### src/hdl/csr_defines.vh
// Constants for the core status, option, port and reset register block.
// Assumes an instruction-cycle clock of 50 MHz on I_REF_CLK.
`ifndef CSR_DEFINES_VH
`define CSR_DEFINES_VH
// --------------------------------------------------------------------
// Register file addresses
// --------------------------------------------------------------------
`define CSR_ADDR_PCL     5'h02
`define CSR_ADDR_STATUS  5'h03
`define CSR_ADDR_REGULATED_IO_PORT   5'h05
`define CSR_ADDR_HIGH_VOLTAGE_IO_PORT   5'h06
`define CSR_CFG_ADDR     12'hFFF
// --------------------------------------------------------------------
// Status bit positions
// --------------------------------------------------------------------
`define CSR_ST_WAKE      7
`define CSR_ST_PG_HI     6
`define CSR_ST_PG_LO     5
`define CSR_ST_TO_N      4
`define CSR_ST_PD_N      3
`define CSR_ST_Z         2
`define CSR_ST_DC        1
`define CSR_ST_C         0
// --------------------------------------------------------------------
// Option bit positions and reset values
// --------------------------------------------------------------------
`define CSR_OPT_SRC      5
`define CSR_OPT_EDGE     4
`define CSR_OPT_PSA      3
`define CSR_OPT_RESET    6'h3F
`define CSR_DIR_RESET    8'hFF
`define CSR_PCL_RESET    8'hFF
`define CSR_OPT2_RESET   6'h3F
`define CSR_STATUS_POR   8'h98
`define CSR_DIRA_RESET   4'hF
`define CSR_TMR_DIV_POR  8'h00
`define CSR_WDT_DIV_POR  8'h80
// --------------------------------------------------------------------
// Configuration word fields
// --------------------------------------------------------------------
`define CSR_CFG_CP_MSB   11
`define CSR_CFG_CP_LSB   3
`define CSR_CFG_WDT      2
`define CSR_OSC_RC       2'h3
// --------------------------------------------------------------------
// Reset kinds
// --------------------------------------------------------------------
`define CSR_RK_MASTER_CLEAR_PIN      3'h0
`define CSR_RK_MASTER_CLEAR_PIN_WAKE 3'h1
`define CSR_RK_WDT       3'h2
`define CSR_RK_WDT_WAKE  3'h3
`define CSR_RK_PIN_WAKE  3'h4
`define CSR_RK_BROWNOUT  3'h5
// --------------------------------------------------------------------
// Timing
// --------------------------------------------------------------------
`define CSR_CLK_HZ       50000000
`define CSR_DRT_US       18000
`define CSR_DRT_RC_US    1000
`define CSR_DRT_CYCLES   ((`CSR_CLK_HZ / 1000000) * `CSR_DRT_US)
`define CSR_DRT_RC_CYC   ((`CSR_CLK_HZ / 1000000) * `CSR_DRT_RC_US)
`endif

### src/hdl/csr_core_regs.v
// Core status, option, port latch, direction and reset register block.
// Assumes the instruction decoder supplies single-cycle strobes on I_REF_CLK
// and that the timer, watchdog and sleep logic sit outside.
`timescale 1ns/1ns
`include "csr_defines.vh"

// Behaviour
// - Status as destination of a flag-updating instruction takes flags from ALU.
// - Software writes to time-out and power-down flags ignored; wake flag writable.
// - Clearing status clears upper three bits and sets zero flag.
// - Status holds two page preselect bits for larger program memory.
// - Option register is six bits, write-only, loaded from W by option instruction.
// - Every reset sets all six option bits.
// - Option bit 5 picks timer source: pin transitions or cycle clock.
// - Option bit 4 picks pin edge: one falling, zero rising.
// - Rate code gives timer 1:2 doubling; watchdog half that from 1:1.
// - Port bit set/clear reads pins, modifies one bit, writes all latches.
// - Port writes land at cycle end; port reads sample pins at cycle start.
// - Config bits 11..3 protect code when zero, allow verify when one.
// - Two config bits pick oscillator: RC, HS, XT, LP.
// - Watchdog disabled only by its fuse; runs on own RC oscillator.
// - Reset delay timer holds reset nominal 18 ms for crystal start.
// - Master clear wake gives status 1001 0uuu and program counter low all ones.
// - Watchdog wake gives status 1000 0uuu.
// - Pin wake gives 000u uuuu; brown-out gives page bits zero.
// - Master clear keeps time-out/power-down, clears pages; watchdog reset gives u000 1.
// - Watchdog clear instruction sets time-out and power-down flags.
// - Every reset and wake loads direction registers with all ones.
// - Sleep sets time-out flag, clears power-down flag, sets wake flag.
// - Pin-change wake clears the wake flag to mark its source.
module csr_core_regs #(
  parameter DRT_CYCLES = `CSR_DRT_CYCLES,
  parameter DRT_RC_CYCLES = `CSR_DRT_RC_CYC
) (
  // Clock and power-on reset
  input wire I_REF_CLK,
  input wire I_RST_N,
  // Reset and wake events from the reset circuit
  input wire I_DEV_RESET,
  input wire [2:0] I_RESET_KIND,
  // Instruction strobes from the decoder
  input wire I_FILE_WR,
  input wire [4:0] I_FILE_ADDR,
  input wire [7:0] I_FILE_WDATA,
  input wire I_ALU_FLAGS_UPD,
  input wire [2:0] I_ALU_FLAGS,
  input wire I_FILE_CLEAR,
  input wire I_BIT_OP,
  input wire I_BIT_SET,
  input wire [2:0] I_BIT_SEL,
  input wire I_OPTION_LOAD,
  input wire I_DIR_LOAD,
  input wire I_DIR_SEL_B,
  input wire [7:0] I_W_REG,
  input wire I_WDT_CLEAR,
  input wire I_SLEEP,
  input wire I_PCL_WR,
  input wire [7:0] I_PCL_NEXT,
  // Configuration word
  input wire [11:0] I_CONFIG_WORD,
  // Port pins
  input wire [3:0] I_REGULATED_IO_PORT_PIN,
  input wire [7:0] I_HIGH_VOLTAGE_IO_PORT_PIN,
  output reg [3:0] O_REGULATED_IO_PORT_OUT,
  output reg [3:0] O_REGULATED_IO_PORT_OE,
  output reg [7:0] O_HIGH_VOLTAGE_IO_PORT_OUT,
  output reg [7:0] O_HIGH_VOLTAGE_IO_PORT_OE,
  // Register read
  output reg [7:0] O_FILE_RDATA,
  output reg [7:0] O_STATUS,
  output reg [7:0] O_PCL,
  // Timer and prescaler controls
  output reg O_TMR_EXT_SRC,
  output reg O_TMR_FALL_EDGE,
  output reg O_PSC_TO_WDT,
  output reg [7:0] O_TMR_DIV,
  output reg [7:0] O_WDT_DIV,
  // Configuration decode
  output reg O_CODE_PROTECT,
  output reg [1:0] O_OSC_SEL,
  output reg O_WDT_ENABLE,
  // Reset delay
  output reg O_CORE_HOLD
);

  // ------------------------------------------------------------------
  // Storage
  // ------------------------------------------------------------------
  reg [7:0] status_ff;
  reg [7:0] nxt_status;
  reg [5:0] option_ff;
  reg [3:0] regulated_io_port_lat_ff;
  reg [7:0] high_voltage_io_port_lat_ff;
  reg [3:0] dira_ff;
  reg [7:0] dirb_ff;
  reg [7:0] pcl_ff;
  reg [3:0] pa_meta_ff;
  reg [3:0] pa_sync_ff;
  reg [7:0] pb_meta_ff;
  reg [7:0] pb_sync_ff;
  reg [31:0] drt_cnt_ff;
  reg [3:0] nxt_regulated_io_port;
  reg [7:0] nxt_high_voltage_io_port;
  reg [7:0] regulated_io_port_mod;

  // Set or clear one bit of a byte
  function [7:0] bit_mod;
    input [7:0] val;
    input [2:0] sel;
    input setv;
    reg [7:0] tmp;
    begin
      tmp = val;
      tmp[sel] = setv;
      bit_mod = tmp;
    end
  endfunction

  // ------------------------------------------------------------------
  // Pin synchronisers; the second stage is the sampled pin value
  // ------------------------------------------------------------------
  always @(posedge I_REF_CLK or negedge I_RST_N)
  begin
    if (!I_RST_N)
    begin
      pa_meta_ff <= 4'h0;
      pa_sync_ff <= 4'h0;
      pb_meta_ff <= 8'h00;
      pb_sync_ff <= 8'h00;
    end
    else
    begin
      pa_meta_ff <= I_REGULATED_IO_PORT_PIN;
      pa_sync_ff <= pa_meta_ff;
      pb_meta_ff <= I_HIGH_VOLTAGE_IO_PORT_PIN;
      pb_sync_ff <= pb_meta_ff;
    end
  end

  // ------------------------------------------------------------------
  // Status next value
  // ------------------------------------------------------------------
  always @*
  begin
    nxt_status = status_ff;
    if (I_DEV_RESET)
    begin
      nxt_status[`CSR_ST_PG_HI] = 1'b0;
      nxt_status[`CSR_ST_PG_LO] = 1'b0;
      case (I_RESET_KIND)
        `CSR_RK_MASTER_CLEAR_PIN_WAKE:
        begin
          nxt_status[`CSR_ST_WAKE] = 1'b1;
          nxt_status[`CSR_ST_TO_N] = 1'b1;
          nxt_status[`CSR_ST_PD_N] = 1'b0;
        end
        `CSR_RK_WDT:
        begin
          nxt_status[`CSR_ST_TO_N] = 1'b0;
          nxt_status[`CSR_ST_PD_N] = 1'b1;
        end
        `CSR_RK_WDT_WAKE:
        begin
          nxt_status[`CSR_ST_WAKE] = 1'b1;
          nxt_status[`CSR_ST_TO_N] = 1'b0;
          nxt_status[`CSR_ST_PD_N] = 1'b0;
        end
        `CSR_RK_PIN_WAKE:
        begin
          nxt_status[`CSR_ST_WAKE] = 1'b0;
        end
        default:
        begin
          nxt_status = status_ff & 8'h9F;
        end
      endcase
    end
    else
    begin
      if (I_FILE_CLEAR && I_FILE_ADDR == `CSR_ADDR_STATUS)
      begin
        nxt_status[7:5] = 3'h0;
        nxt_status[`CSR_ST_Z] = 1'b1;
      end
      else if (I_BIT_OP && I_FILE_ADDR == `CSR_ADDR_STATUS)
      begin
        nxt_status = bit_mod(status_ff, I_BIT_SEL, I_BIT_SET);
        nxt_status[`CSR_ST_TO_N] = status_ff[`CSR_ST_TO_N];
        nxt_status[`CSR_ST_PD_N] = status_ff[`CSR_ST_PD_N];
      end
      else if (I_FILE_WR && I_FILE_ADDR == `CSR_ADDR_STATUS)
      begin
        nxt_status[7:5] = I_FILE_WDATA[7:5];
        if (!I_ALU_FLAGS_UPD)
          nxt_status[2:0] = I_FILE_WDATA[2:0];
      end
      if (I_ALU_FLAGS_UPD)
        nxt_status[2:0] = I_ALU_FLAGS;
      if (I_WDT_CLEAR)
      begin
        nxt_status[`CSR_ST_TO_N] = 1'b1;
        nxt_status[`CSR_ST_PD_N] = 1'b1;
      end
      if (I_SLEEP)
      begin
        nxt_status[`CSR_ST_TO_N] = 1'b1;
        nxt_status[`CSR_ST_PD_N] = 1'b0;
        nxt_status[`CSR_ST_WAKE] = 1'b1;
      end
    end
  end

  // ------------------------------------------------------------------
  // Port latch next values: read-modify-write uses synchronised pins
  // ------------------------------------------------------------------
  always @*
  begin
    nxt_regulated_io_port = regulated_io_port_lat_ff;
    nxt_high_voltage_io_port = high_voltage_io_port_lat_ff;
    regulated_io_port_mod = bit_mod({4'h0, pa_sync_ff}, I_BIT_SEL, I_BIT_SET);
    if (I_BIT_OP && I_FILE_ADDR == `CSR_ADDR_REGULATED_IO_PORT)
    begin
      nxt_regulated_io_port = regulated_io_port_mod[3:0];
    end
    else if (I_BIT_OP && I_FILE_ADDR == `CSR_ADDR_HIGH_VOLTAGE_IO_PORT)
    begin
      nxt_high_voltage_io_port = bit_mod(pb_sync_ff, I_BIT_SEL, I_BIT_SET);
    end
    else if (I_FILE_CLEAR && I_FILE_ADDR == `CSR_ADDR_REGULATED_IO_PORT)
      nxt_regulated_io_port = 4'h0;
    else if (I_FILE_CLEAR && I_FILE_ADDR == `CSR_ADDR_HIGH_VOLTAGE_IO_PORT)
      nxt_high_voltage_io_port = 8'h00;
    else if (I_FILE_WR && I_FILE_ADDR == `CSR_ADDR_REGULATED_IO_PORT)
      nxt_regulated_io_port = I_FILE_WDATA[3:0];
    else if (I_FILE_WR && I_FILE_ADDR == `CSR_ADDR_HIGH_VOLTAGE_IO_PORT)
      nxt_high_voltage_io_port = I_FILE_WDATA;
  end

  // ------------------------------------------------------------------
  // Registers
  // ------------------------------------------------------------------
  always @(posedge I_REF_CLK or negedge I_RST_N)
  begin
    if (!I_RST_N)
    begin
      status_ff <= `CSR_STATUS_POR;
      option_ff <= `CSR_OPT_RESET;
      regulated_io_port_lat_ff <= 4'h0;
      high_voltage_io_port_lat_ff <= 8'h00;
      dira_ff <= `CSR_DIRA_RESET;
      dirb_ff <= `CSR_DIR_RESET;
      pcl_ff <= `CSR_PCL_RESET;
    end
    else
    begin
      status_ff <= nxt_status;
      regulated_io_port_lat_ff <= nxt_regulated_io_port;
      high_voltage_io_port_lat_ff <= nxt_high_voltage_io_port;
      if (I_DEV_RESET)
      begin
        option_ff <= `CSR_OPT_RESET;
        dira_ff <= `CSR_DIRA_RESET;
        dirb_ff <= `CSR_DIR_RESET;
        pcl_ff <= `CSR_PCL_RESET;
      end
      else
      begin
        if (I_OPTION_LOAD)
          option_ff <= I_W_REG[5:0];
        if (I_DIR_LOAD && I_DIR_SEL_B)
          dirb_ff <= I_W_REG;
        else if (I_DIR_LOAD)
          dira_ff <= I_W_REG[3:0];
        if (I_PCL_WR)
          pcl_ff <= I_PCL_NEXT;
      end
    end
  end

  // ------------------------------------------------------------------
  // Reset delay timer, shortened when the RC oscillator is selected
  // ------------------------------------------------------------------
  always @(posedge I_REF_CLK or negedge I_RST_N)
  begin
    if (!I_RST_N)
      drt_cnt_ff <= 32'h0;
    else if (I_DEV_RESET)
      drt_cnt_ff <= (I_CONFIG_WORD[1:0] == `CSR_OSC_RC) ? DRT_RC_CYCLES : DRT_CYCLES;
    else if (drt_cnt_ff != 32'h0)
      drt_cnt_ff <= drt_cnt_ff - 32'h1;
  end

  // ------------------------------------------------------------------
  // Registered outputs
  // ------------------------------------------------------------------
  always @(posedge I_REF_CLK or negedge I_RST_N)
  begin
    if (!I_RST_N)
    begin
      O_REGULATED_IO_PORT_OUT <= 4'h0;
      O_REGULATED_IO_PORT_OE <= 4'h0;
      O_HIGH_VOLTAGE_IO_PORT_OUT <= 8'h00;
      O_HIGH_VOLTAGE_IO_PORT_OE <= 8'h00;
      O_FILE_RDATA <= 8'h00;
      O_STATUS <= `CSR_STATUS_POR;
      O_PCL <= `CSR_PCL_RESET;
      O_TMR_EXT_SRC <= 1'b1;
      O_TMR_FALL_EDGE <= 1'b1;
      O_PSC_TO_WDT <= 1'b1;
      O_TMR_DIV <= `CSR_TMR_DIV_POR;
      O_WDT_DIV <= `CSR_WDT_DIV_POR;
      O_CODE_PROTECT <= 1'b0;
      O_OSC_SEL <= 2'h0;
      O_WDT_ENABLE <= 1'b0;
      O_CORE_HOLD <= 1'b1;
    end
    else
    begin
      O_REGULATED_IO_PORT_OUT <= nxt_regulated_io_port;
      O_REGULATED_IO_PORT_OE <= ~dira_ff;
      O_HIGH_VOLTAGE_IO_PORT_OUT <= nxt_high_voltage_io_port;
      O_HIGH_VOLTAGE_IO_PORT_OE <= ~dirb_ff;
      // Reads sample the synchronised pins at cycle start
      if (I_FILE_ADDR == `CSR_ADDR_REGULATED_IO_PORT)
        O_FILE_RDATA <= {4'h0, pa_sync_ff};
      else if (I_FILE_ADDR == `CSR_ADDR_HIGH_VOLTAGE_IO_PORT)
        O_FILE_RDATA <= pb_sync_ff;
      else if (I_FILE_ADDR == `CSR_ADDR_STATUS)
        O_FILE_RDATA <= status_ff;
      else if (I_FILE_ADDR == `CSR_ADDR_PCL)
        O_FILE_RDATA <= pcl_ff;
      else
        O_FILE_RDATA <= 8'h00;
      O_STATUS <= nxt_status;
      O_PCL <= I_DEV_RESET ? `CSR_PCL_RESET : (I_PCL_WR ? I_PCL_NEXT : pcl_ff);
      O_TMR_EXT_SRC <= option_ff[`CSR_OPT_SRC];
      O_TMR_FALL_EDGE <= option_ff[`CSR_OPT_EDGE];
      O_PSC_TO_WDT <= option_ff[`CSR_OPT_PSA];
      O_TMR_DIV <= 8'h02 << option_ff[2:0];
      O_WDT_DIV <= 8'h01 << option_ff[2:0];
      O_CODE_PROTECT <= ~&I_CONFIG_WORD[`CSR_CFG_CP_MSB:`CSR_CFG_CP_LSB];
      O_OSC_SEL <= I_CONFIG_WORD[1:0];
      O_WDT_ENABLE <= I_CONFIG_WORD[`CSR_CFG_WDT];
      O_CORE_HOLD <= I_DEV_RESET || (drt_cnt_ff > 32'h1);
    end
  end

endmodule // csr_core_regs

### config.mk
export PLATFORM = sky130hd
export DESIGN_NAME = csr_core_regs
export DESIGN_NICKNAME = d
export VERILOG_FILES = /design/src/hdl/csr_core_regs.v
export VERILOG_INCLUDE_DIRS = /design/src /design/src/hdl
export SDC_FILE = /design/constraint.sdc
export NUM_CORES = 1
export LEC_CHECK = 0
export ABC_AREA = 0
export BUFFER_PORTS_ARGS = -buffer_cell sky130_fd_sc_hd__clkbuf_2
export CORE_MARGIN = 4
export CORE_UTILIZATION = 48
export CTS_CLUSTER_SIZE = 25
export DETAILED_ROUTE_END_ITERATION = 12
export GPL_ROUTABILITY_DRIVEN = 0
export GPL_TIMING_DRIVEN = 0
export PLACE_DENSITY = 0.77
export SLEW_MARGIN = 10
export SYNTH_ARGS = -nofsm -noshare
export SYNTH_HDL_FRONTEND = slang
export SYNTH_SLANG_ARGS = --single-unit
export TNS_END_PERCENT = 30
### constraint.sdc
create_clock -name I_REF_CLK -period 2.3 [get_ports I_REF_CLK]
set_input_delay 0.345 -clock I_REF_CLK [delete_from_list [all_inputs] [get_ports I_REF_CLK]]
set_output_delay 0.345 -clock I_REF_CLK [all_outputs]
set_load 0.02 [all_outputs]
# --- Yosys cells after proc, flatten, opt, wreduce, memory -nomap -nowiden ---
# Cells that the tools add are included.
# Widths: inputs -> output; s select.
classes:
  n_shift: 2
  order_cmp: 3
  bitwise_logic: 4
  n_reduce_logical: 35
  muxes: 45
  add_sub_neg: 1
  eq_ne: 17
ops:
  columns: ["cell", "n"]
  rows:
  - ["$mux 8", 14]
  - ["$mux 32", 2]
  - ["$gt 32x1->1 const B", 1]
  - ["$mux 4", 8]
  - ["$reduce_bool 32->1", 1]
  - ["$sub 32x1->32 const B", 1]
  - ["$bwmux 8", 3]
  - ["$mux 20", 1]
  - ["$mux 3", 6]
  - ["$mux 6", 2]
  - ["$reduce_bool 3->1", 4]
  - ["$logic_and 1x1->1", 11]
  - ["$eq 5x2->1 const B", 2]
  - ["$eq 5x3->1 const B", 2]
  - ["$reduce_bool 2->1", 5]
  - ["$reduce_and 9->1", 1]
  - ["$ne 2x2->1 const B", 4]
  - ["$not 8->8", 1]
  - ["$reduce_and 2->1", 4]
  - ["$reduce_bool 4->1", 2]
  - ["$shl 1x3->8 const A", 1]
  - ["$shl 2x3->8 const A", 1]
  - ["$eq 3x2->1 const B", 2]
  - ["$mux 2", 3]
  - ["20 further kinds", 25]
totals:
  out_inout_bits: 72
  register_bits: 146

# --- Logic depth before layout (Yosys ltp) ---
# Gate-level depths: netlist (run 1).
logic_depth:
  word_depth: 9
  ltp_mapped: 8

# --- Worst setup path after synthesis (run 1) ---
# Ideal clock, no wire load.
synth_path:
  kind: "reg2reg"
  start: "reg drt_cnt_ff[11]"
  end: "reg drt_cnt_ff[29]"
  synth_period_minus_slack_ps: 2245
  path_slack_ps: 55
  required_ps: 2175
  path_stages_with_launch: 6
  t_arrival_ps: 2121
  path_cell_list: "dfrtp_1 -> or4_4 -> nor4_4 -> nand2_2 -> nor4_1 -> mux2_2"
synth_between:
  elab_chain_len: 3
  elab_cells_between_ends: 5
  classes_between: "add/sub (1); mux (2); reduce/logical (2)"
synth_rtl:
  columns: ["item", "line_no", "source"]
  rows:
  - ["start: declaration", "csr_core_regs.v:101", "reg [31:0] drt_cnt_ff;"]
  - ["start signal: assignment", "csr_core_regs.v:288", "drt_cnt_ff <= (I_CONFIG_WORD[1:0] == `CSR_OSC_RC) ? DRT_RC_CYCLES : DRT_CYCLES;"]
  - ["start signal: assignment", "csr_core_regs.v:290", "drt_cnt_ff <= drt_cnt_ff - 32'h1;"]
  - ["$sub 32x1->32", "csr_core_regs.v:290", null]
  - ["$mux 32", "csr_core_regs.v:289", "else if (drt_cnt_ff != 32'h0)"]
  - ["$mux 32", "csr_core_regs.v:287", "else if (I_DEV_RESET)"]
# Several ways; a longest one is shown, not always the timed one. The select of a mux whose other input is x is not followed.
# A chain may end at the register's enable or synchronous reset.

# --- Worst setup path in the final report (run 1) ---
layout_path:
  start: "reg drt_cnt_ff[6]"
  end: "reg drt_cnt_ff[13]"
# Same word-level chain as after synthesis.

==> metrics.cfg, run 1 <==
[outcome]
status = complete, but fails checks
violations = negative setup slack

[logic_synthesis]
synth_area_um2 = 6080
synth_async_sr_flop_share_pct = 100
synth-seq-cells = 138
synth_top_flop_cell = dfrtp_1
synthCells = 565
synth_cell_types = 64
synth_edf_count = 0
ys_warn_count = 0
synth.largest_area_cell = dfrtp_1
syn-mean-instance-area_um2 = 10.8
netlist.area_leader.share_pct = 42.8
ys_seq_area_share_pct = 57.5
syn_nets = 643
yosys-top-cells-area = dfrtp_1 (43%), dfstp_2 (15%), mux2i_1 (4.0%)

[clock_tree]
cts_tree = yes
cts.sinks = 138
path_clk_slew_ns = 0.06
insertion_delay_ns = 0.42
cts-buffers-inserted = 17
clockBufferDepth = 2
root_buffer = clkbuf_16
htree_levels = 4

[route]
vias_per_cell = 5.59
drc = 0
routedWlPerCell_um = 17.9
drtIter0Drc = 482
finalWirelength_mm = 16.4
first_pass_iters = 7
route.vias.total = 5122
ant_nets = 0

[timing]
finalMaxSlewViolations = 0
hold_violations = 0
tightest_slew_ns = 0.681
fin_crit_ns = 2.35
slew_headroom_pct = 54.2
worst_slack_ns = -0.0481
clock_skew_ns = 0.00542
rsz0062_at_grt = yes
fmax_mhz = 426
finalSetupViolCount = 6
period_share_pct = 102

[min_path]
min_path_cells = 1
whs_endpoint = pb_meta_ff[7]
hold_path_class = input pin to flip-flop
hold_path.startpoint = I_HIGH_VOLTAGE_IO_PORT_PIN[7]

[critical_path]
ff2ff_path_depth = 6
worstPathArrival_ns = 2.62
critical_path_class = flip-flop to flip-flop
cp_max_fo = 7
cp.required_ns = 2.57
r2r-start = drt_cnt_ff[6]
start_kind = flip-flop
end_kind = flip-flop
r2r_slack_ns = -0.05
cp-startpoint = drt_cnt_ff[6]
rr_endpoint = drt_cnt_ff[13]

[power]
ir_drop_uv = 420
power.density_nw_per_um2 = 798
p_leak_nw = 3.71

[floorplanning]
io_pins = 148
die_h_um = 121
rows = 40
initial_utilization_pct = 49.8
coreArea_um2 = 12200
die_area_um2 = 14500
die_x_um = 121

[grt]
grt_max_degree = 92
grt-ovfl-total = 0
grt_use_total_pct = 22.7
grt_first_pass_wirelength_mm = 26.0
antenna_found_initial = 0
grt_pass1_vias = 5115

[layout]
area_growth_pct = 29.2
regArea_um2 = 3500
fin_cells = 916
multiInputGateArea_um2 = 2450
nFillCells = 974
drive_above_1_share_pct = 36.1
antenna_cells = 0
fin_nets = 813

[placement]
dp_slack_ns = -0.504
dp_hpwl_mm = 11.5
dp_cells = 872
port_buffers = 138

[run]
max-cap-violations = 0

==> timing repair <==
action | in CTS | in global routing
hold buffers | 1 | 0
gates resized for setup | 15 | 19
setup buffers | 8 | 4
pin swaps | 5 | 5
hold endpoints to repair | 30 | 0
setup endpoints to repair | 29 | 25
==> worst max path at each step <==
stage                      to  cells past startpoint
2_1_floorplan  drt_cnt_ff[29]                      5
3_3_place_gp   drt_cnt_ff[31]                      1
3_5_place_dp     status_ff[6]                      7
4_1_cts        drt_cnt_ff[28]                      8
5_1_grt        drt_cnt_ff[13]                      6
6_report       drt_cnt_ff[13]                      6
==> critical path, cell delays in order (launching register included) <==
cell     delay (ns)
dfrtp_1        0.39
or4_4          0.58
nor4_4         0.29
buf_6          0.18
nor3b_1        0.38
a31o_2         0.33
a21oi_1        0.06
==> cells in the mapped netlist, types with 4 or more instances <==
master and count:
inv_1 22, a22oi_1 4, nand3_1 21, or3_1 13, xor2_1 6, a2bb2oi_1 11, a31oi_1 9, clkbuf_1 24
nor2b_1 7, nand2b_1 6, nor4_1 6, nand2_1 58, or4_1 8, dfrtp_1 104, xnor2_1 6, mux2i_1 24
buf_4 8, mux2_2 8, a21oi_1 29, nor3b_1 7, o31ai_1 6, dfstp_2 34, a222oi_1 6, o21ai_0 26
nor2_1 35, nor3_1 14
==> sequential cells by signal, summed over array words and instances (netlist names), 6 cells and up <==
register                     cells
drt_cnt_ff                      32
O_FILE_RDATA                     8
O_HIGH_VOLTAGE_IO_PORT_OE        8
O_WDT_DIV                        8
dirb_ff                          8
high_voltage_io_port_lat_ff      8
pb_meta_ff                       8
pb_sync_ff                       8
pcl_ff                           8
status_ff                        8
option_ff                        6
==> per-stage QoR <==
step	setup TNS, ns	power (mW)	area, µm²	hold WS, ns	utilization (%)
after floorplan	0	3.21	6080	0.0494	-
after global placement	-137.15	3.52	6980	0.331	57.2
after detailed placement	-6.72	3.56	7020	0.311	57.4
after CTS	-0.0194	6.29	7750	0.0207	63.5
after global routing	-1.17	6.53	7850	0.00976	64.3
final	-0.167	6.26	7850	0.0337	64.3
==> routing by layer <==
layer / vias up / share of wire (%) / global-route usage, %
met4: 0 / 2.7 / 8.43
li1: 2363 / - / -
met1: 2510 / 39 / 28.0
met3: 37 / 7.0 / 6.13
met2: 212 / 51 / 38.4
met5: - / 0 / 0
==> logic make-up (layout without fill, tap and decap cells) <==
kind of cell / after synthesis / after routing / share of synthesized area [%]
compound gates: 115 / 115 / 12.6
flops: 138 / 138 / 57.5
xor+xnor: 12 / 12 / 1.73
simple gates: 205 / 205 / 17.9
other cells: 1 / 1 / 0.0617
fa+ha+maj: 2 / 2 / 0.412
mux: 32 / 32 / 5.43
buf+inv: 60 / 243 / 4.36
==> final cells by class <==
class                           count  area share (%)
Clock buffer                       19            5.77
Sequential cell                   138            44.5
Tap cell                          168            2.68
Multi-Input combinational cell    367            31.2
Inverter                           22            1.05
Timing Repair Buffer              152            10.6
Buffer                             37            2.39
Clock inverter                     13            1.78
==> report_power, final <==
part / leakage [nW] / switching (mW) / internal [mW]
Clock: 0.294 / 1.03 / 1.66
Sequential: 1.65 / 0.122 / 2.63
Combinational: 1.77 / 0.506 / 0.313
==> cell usage in the layout, fill, tap and decap left out, types with 4 or more instances in the layout <==
| cell type | synthesis | routed |
|---|---|---|
| clkbuf_16 | 0 | 17 |
| clkbuf_1 | 24 | 23 |
| buf_4 | 8 | 20 |
| o31ai_1 | 6 | 6 |
| a22oi_1 | 4 | 4 |
| xnor2_1 | 6 | 6 |
| nand2b_1 | 6 | 5 |
| nor3b_1 | 7 | 6 |
| or3_1 | 13 | 13 |
| dfstp_2 | 34 | 34 |
| nor4_2 | 0 | 4 |
| or4_4 | 1 | 4 |
| a21oi_1 | 29 | 26 |
| nand3_1 | 21 | 21 |
| nor2_1 | 35 | 34 |
| xor2_1 | 6 | 6 |
| mux2_2 | 8 | 8 |
| a2bb2oi_1 | 11 | 11 |
| clkinv_2 | 0 | 4 |
| a222oi_1 | 6 | 6 |
| nand2_1 | 58 | 58 |
| clkbuf_2 | 0 | 137 |
| a31oi_1 | 9 | 9 |
| dfrtp_1 | 104 | 103 |
| nor2b_1 | 7 | 7 |
| mux2i_1 | 24 | 24 |
| or4_1 | 8 | 5 |
| nor3_1 | 14 | 12 |
| inv_1 | 22 | 22 |
| o21ai_0 | 26 | 25 |
Note: power is estimated with default switching activity, not from simulation.
==> run 2, diff against run 1 <==
--- a/config.mk
+++ b/config.mk
@@ -9,12 +9,12 @@
 export ABC_AREA = 0
 export BUFFER_PORTS_ARGS = -buffer_cell sky130_fd_sc_hd__clkbuf_2
 export CORE_MARGIN = 4
-export CORE_UTILIZATION = 48
+export CORE_UTILIZATION = 35
 export CTS_CLUSTER_SIZE = 25
 export DETAILED_ROUTE_END_ITERATION = 12
 export GPL_ROUTABILITY_DRIVEN = 0
 export GPL_TIMING_DRIVEN = 0
-export PLACE_DENSITY = 0.77
+export PLACE_DENSITY = 0.57
 export SLEW_MARGIN = 10
 export SYNTH_ARGS = -nofsm -noshare
 export SYNTH_HDL_FRONTEND = slang
==> constraint.sdc (replaced) <==
create_clock -name I_REF_CLK -period 2.65 [get_ports I_REF_CLK]
set_input_delay 0.3975 -clock I_REF_CLK [delete_from_list [all_inputs] [get_ports I_REF_CLK]]
set_output_delay 0.3975 -clock I_REF_CLK [all_outputs]
set_load 0.02 [all_outputs]
==> run 2 against run 1 <==
The flow now finishes without violations. Clock power is 7% lower. Routed wire length down 0.57%. Setup slack better by 0.19 ns. Via count is 3.4% lower. Count of clock-buffer cells in the layout grew 5. Power is 11% lower. Combinational power fell by 18%. Sequential power shrank 13%. Die area increased by 34%. Flip-flop and latch count did not move.
==> metrics.cfg, run 2 (synthesis results as in run 1) <==
[outcome]
status = finished clean

[power]
p_leak_nw = 3.64  ; -2.0%
power.density_nw_per_um2 = 719  ; -9.8%
p_clk_share_pct = 45.1  ; +2.1 points
switching_share_pct = 25.4  ; -1.1 points
ir_drop_uv = 476  ; +13%
intPower_mw = 4.15  ; -9.8%
seqPwrFrac_pct = 42.9  ; -1.0 points
combPwrFrac_pct = 12.0  ; -1.1 points
switchingPower_mw = 1.42  ; -15%
total_power_mw = 5.57  ; -11%

[timing]
hold_violations = 0  ; unchanged
tns_ns = 0  ; +0.167 ns
finalSetupViolCount = 0  ; -6
tightest_slew_ns = 1.04  ; +0.362 ns
finalMaxSlewViolations = 0  ; unchanged
slew_headroom_pct = 29.5  ; -25 points
hold_slack_ns = 0.0838  ; +0.0502 ns
fmax_mhz = 399  ; -6.3%
rsz0062_at_grt = no
worst_slack_ns = 0.143  ; +0.191 ns
period_share_pct = 94.6  ; -7.5 points
clock_skew_ns = 0.0105  ; +0.00509 ns
fin_crit_ns = 2.51  ; +0.159 ns

[min_path]
hold_path_class = input pin to flip-flop

[clock_tree]
clockBufferDepth = 2  ; unchanged
path_clk_slew_ns = 0.06  ; about the same
root_buffer = clkbuf_16
insertion_delay_ns = 0.42  ; about the same
htree_levels = 4  ; unchanged
cts_tree = yes
cts.sinks = 138  ; unchanged
cts_setup_buffers = 0  ; -8
cts-buffers-inserted = 17  ; unchanged

[placement]
dp_slack_ns = -0.142  ; +0.362 ns
port_buffers = 138  ; unchanged
dp_hpwl_mm = 12.0  ; +4.2%

[critical_path]
critical_path_class = flip-flop to flip-flop
cp_max_fo = 7  ; unchanged
end_kind = flip-flop
worstPathArrival_ns = 2.80  ; +0.18 ns
cp.required_ns = 2.94  ; +0.37 ns
start_kind = flip-flop

[layout]
layout_common_cells = clkbuf_2 (137), dfrtp_1 (104), nand2_1 (58)
nFillCells = 1632  ; +68%
fin_nets = 802  ; -1.4%
antenna_cells = 0  ; unchanged
area_growth_pct = 27.3
drive_above_1_share_pct = 32.3  ; -3.8 points
largest_reg_flops = 32  ; unchanged
largest_register = drt_cnt_ff
final_common_cell = clkbuf_2

[floorplanning]
rows = 47  ; +18%
die_h_um = 140  ; +16%
io_pins = 148  ; unchanged
die_x_um = 140  ; +16%
die_area_um2 = 19500  ; +34%
coreArea_um2 = 16800  ; +38%
initial_utilization_pct = 36.1  ; -14 points

[route]
routedWlPerCell_um = 17.0  ; -4.8%
vias_per_cell = 5.17  ; -7.6%
drtIter0Drc = 245  ; -49%
finalWirelength_mm = 16.3  ; -0.57%
route.vias.total = 4947  ; -3.4%
first_pass_iters = 5  ; -2
drc = 0  ; unchanged
ant_nets = 0  ; unchanged

[grt]
antenna_found_initial = 0  ; unchanged
grt_first_pass_wirelength_mm = 26.2  ; +1.1%
grt-ovfl-total = 0  ; unchanged
grt_max_degree = 83  ; -9.8%
grt_pass1_vias = 5053  ; -1.2%
grt_use_total_pct = 16.8  ; -6.0 points

[run]
max-cap-violations = 0  ; unchanged

-- run 2: changes by cell type in the layout (fill, tap and decap cells not counted), moves of 2 or more --
cell,previous run,this run
a21oi_2,3,0
clkbuf_1,23,26
or4_1,5,8
clkinv_2,4,1
clkbuf_8,3,6
nor4_2,4,0
or4_4,4,1
buf_6,3,1
nor4_1,2,6
a21oi_1,26,29
buf_4,20,8
-- run 2: worst paths after layout --
kind,cells after the start,slack [ns],start,endpoint
min in group asynchronous,2,0.52,I_RST_N,pb_meta_ff[6]
worst min-delay path,1,0.08,I_CONFIG_WORD[2],O_WDT_ENABLE
worst max-delay path,5,0.14,drt_cnt_ff[7],drt_cnt_ff[29]
worst max register to register,5,0.14,drt_cnt_ff[7],drt_cnt_ff[29]
max in group asynchronous,3,1.36,I_RST_N,O_CORE_HOLD
worst min register to register,0,0.35,pb_meta_ff[5],pb_sync_ff[5]
-- run 2: repair_timing --
| action | in CTS | in global routing |
|---|---|---|
| gates resized for setup | 0 | 3 |
| setup endpoints to repair | 0 | 9 |
| hold buffers | 1 | 0 |
| endpoints found under the hold margin | 46 | 0 |
-- run 2: power by group through the flow --
stage,Combinational (mW),Clock (mW),Sequential [mW]
global placement,0.657,0,2.42
global route,0.737,2.66,2.41
finish,0.669,2.51,2.39
floorplan,0.282,0,2.51
detailed placement,0.674,0,2.42
CTS,0.678,2.56,2.39
-- run 2: layout make-up --
class / count / area, µm² / area share, %
buffer: 38 / 185 / 2.39
clock buffer: 24 / 502 / 6.49
clock inverter: 8 / 130 / 1.68
inverter: 22 / 82.6 / 1.07
multi-input combinational: 367 / 2330 / 30.1
sequential: 138 / 3500 / 45.2
tap: 220 / 275 / 3.56
timing repair buffer: 140 / 737 / 9.53
-- run 2: critical path, cell delays in order (launching register included) --
cell	delay, ns
dfrtp_1	0.41
or4_1	0.59
nor4_4	0.43
nand2_2	0.20
nor4_1	0.38
mux2_2	0.37
-- run 2: per-layer routing --
metal  up-vias  part of all wire [%]  GRT usage, %
li1       2333                     -             -
met1      2426                    44          21.4
met2       162                    49          27.7
met3        26                   5.0          3.91
met4         0                   2.1          6.68
met5         -                     0             0
-- run 2: per-stage QoR --
stage / area, µm² / instances / util [%]
2_1_floorplan: 6080 / 565 / -
3_3_place_gp: 7040 / 923 / 41.9
3_5_place_dp: 7080 / 924 / 42.1
4_1_cts: 7720 / 957 / 45.9
5_1_grt: 7740 / 957 / 46.0
6_report: 7740 / 957 / 46.0
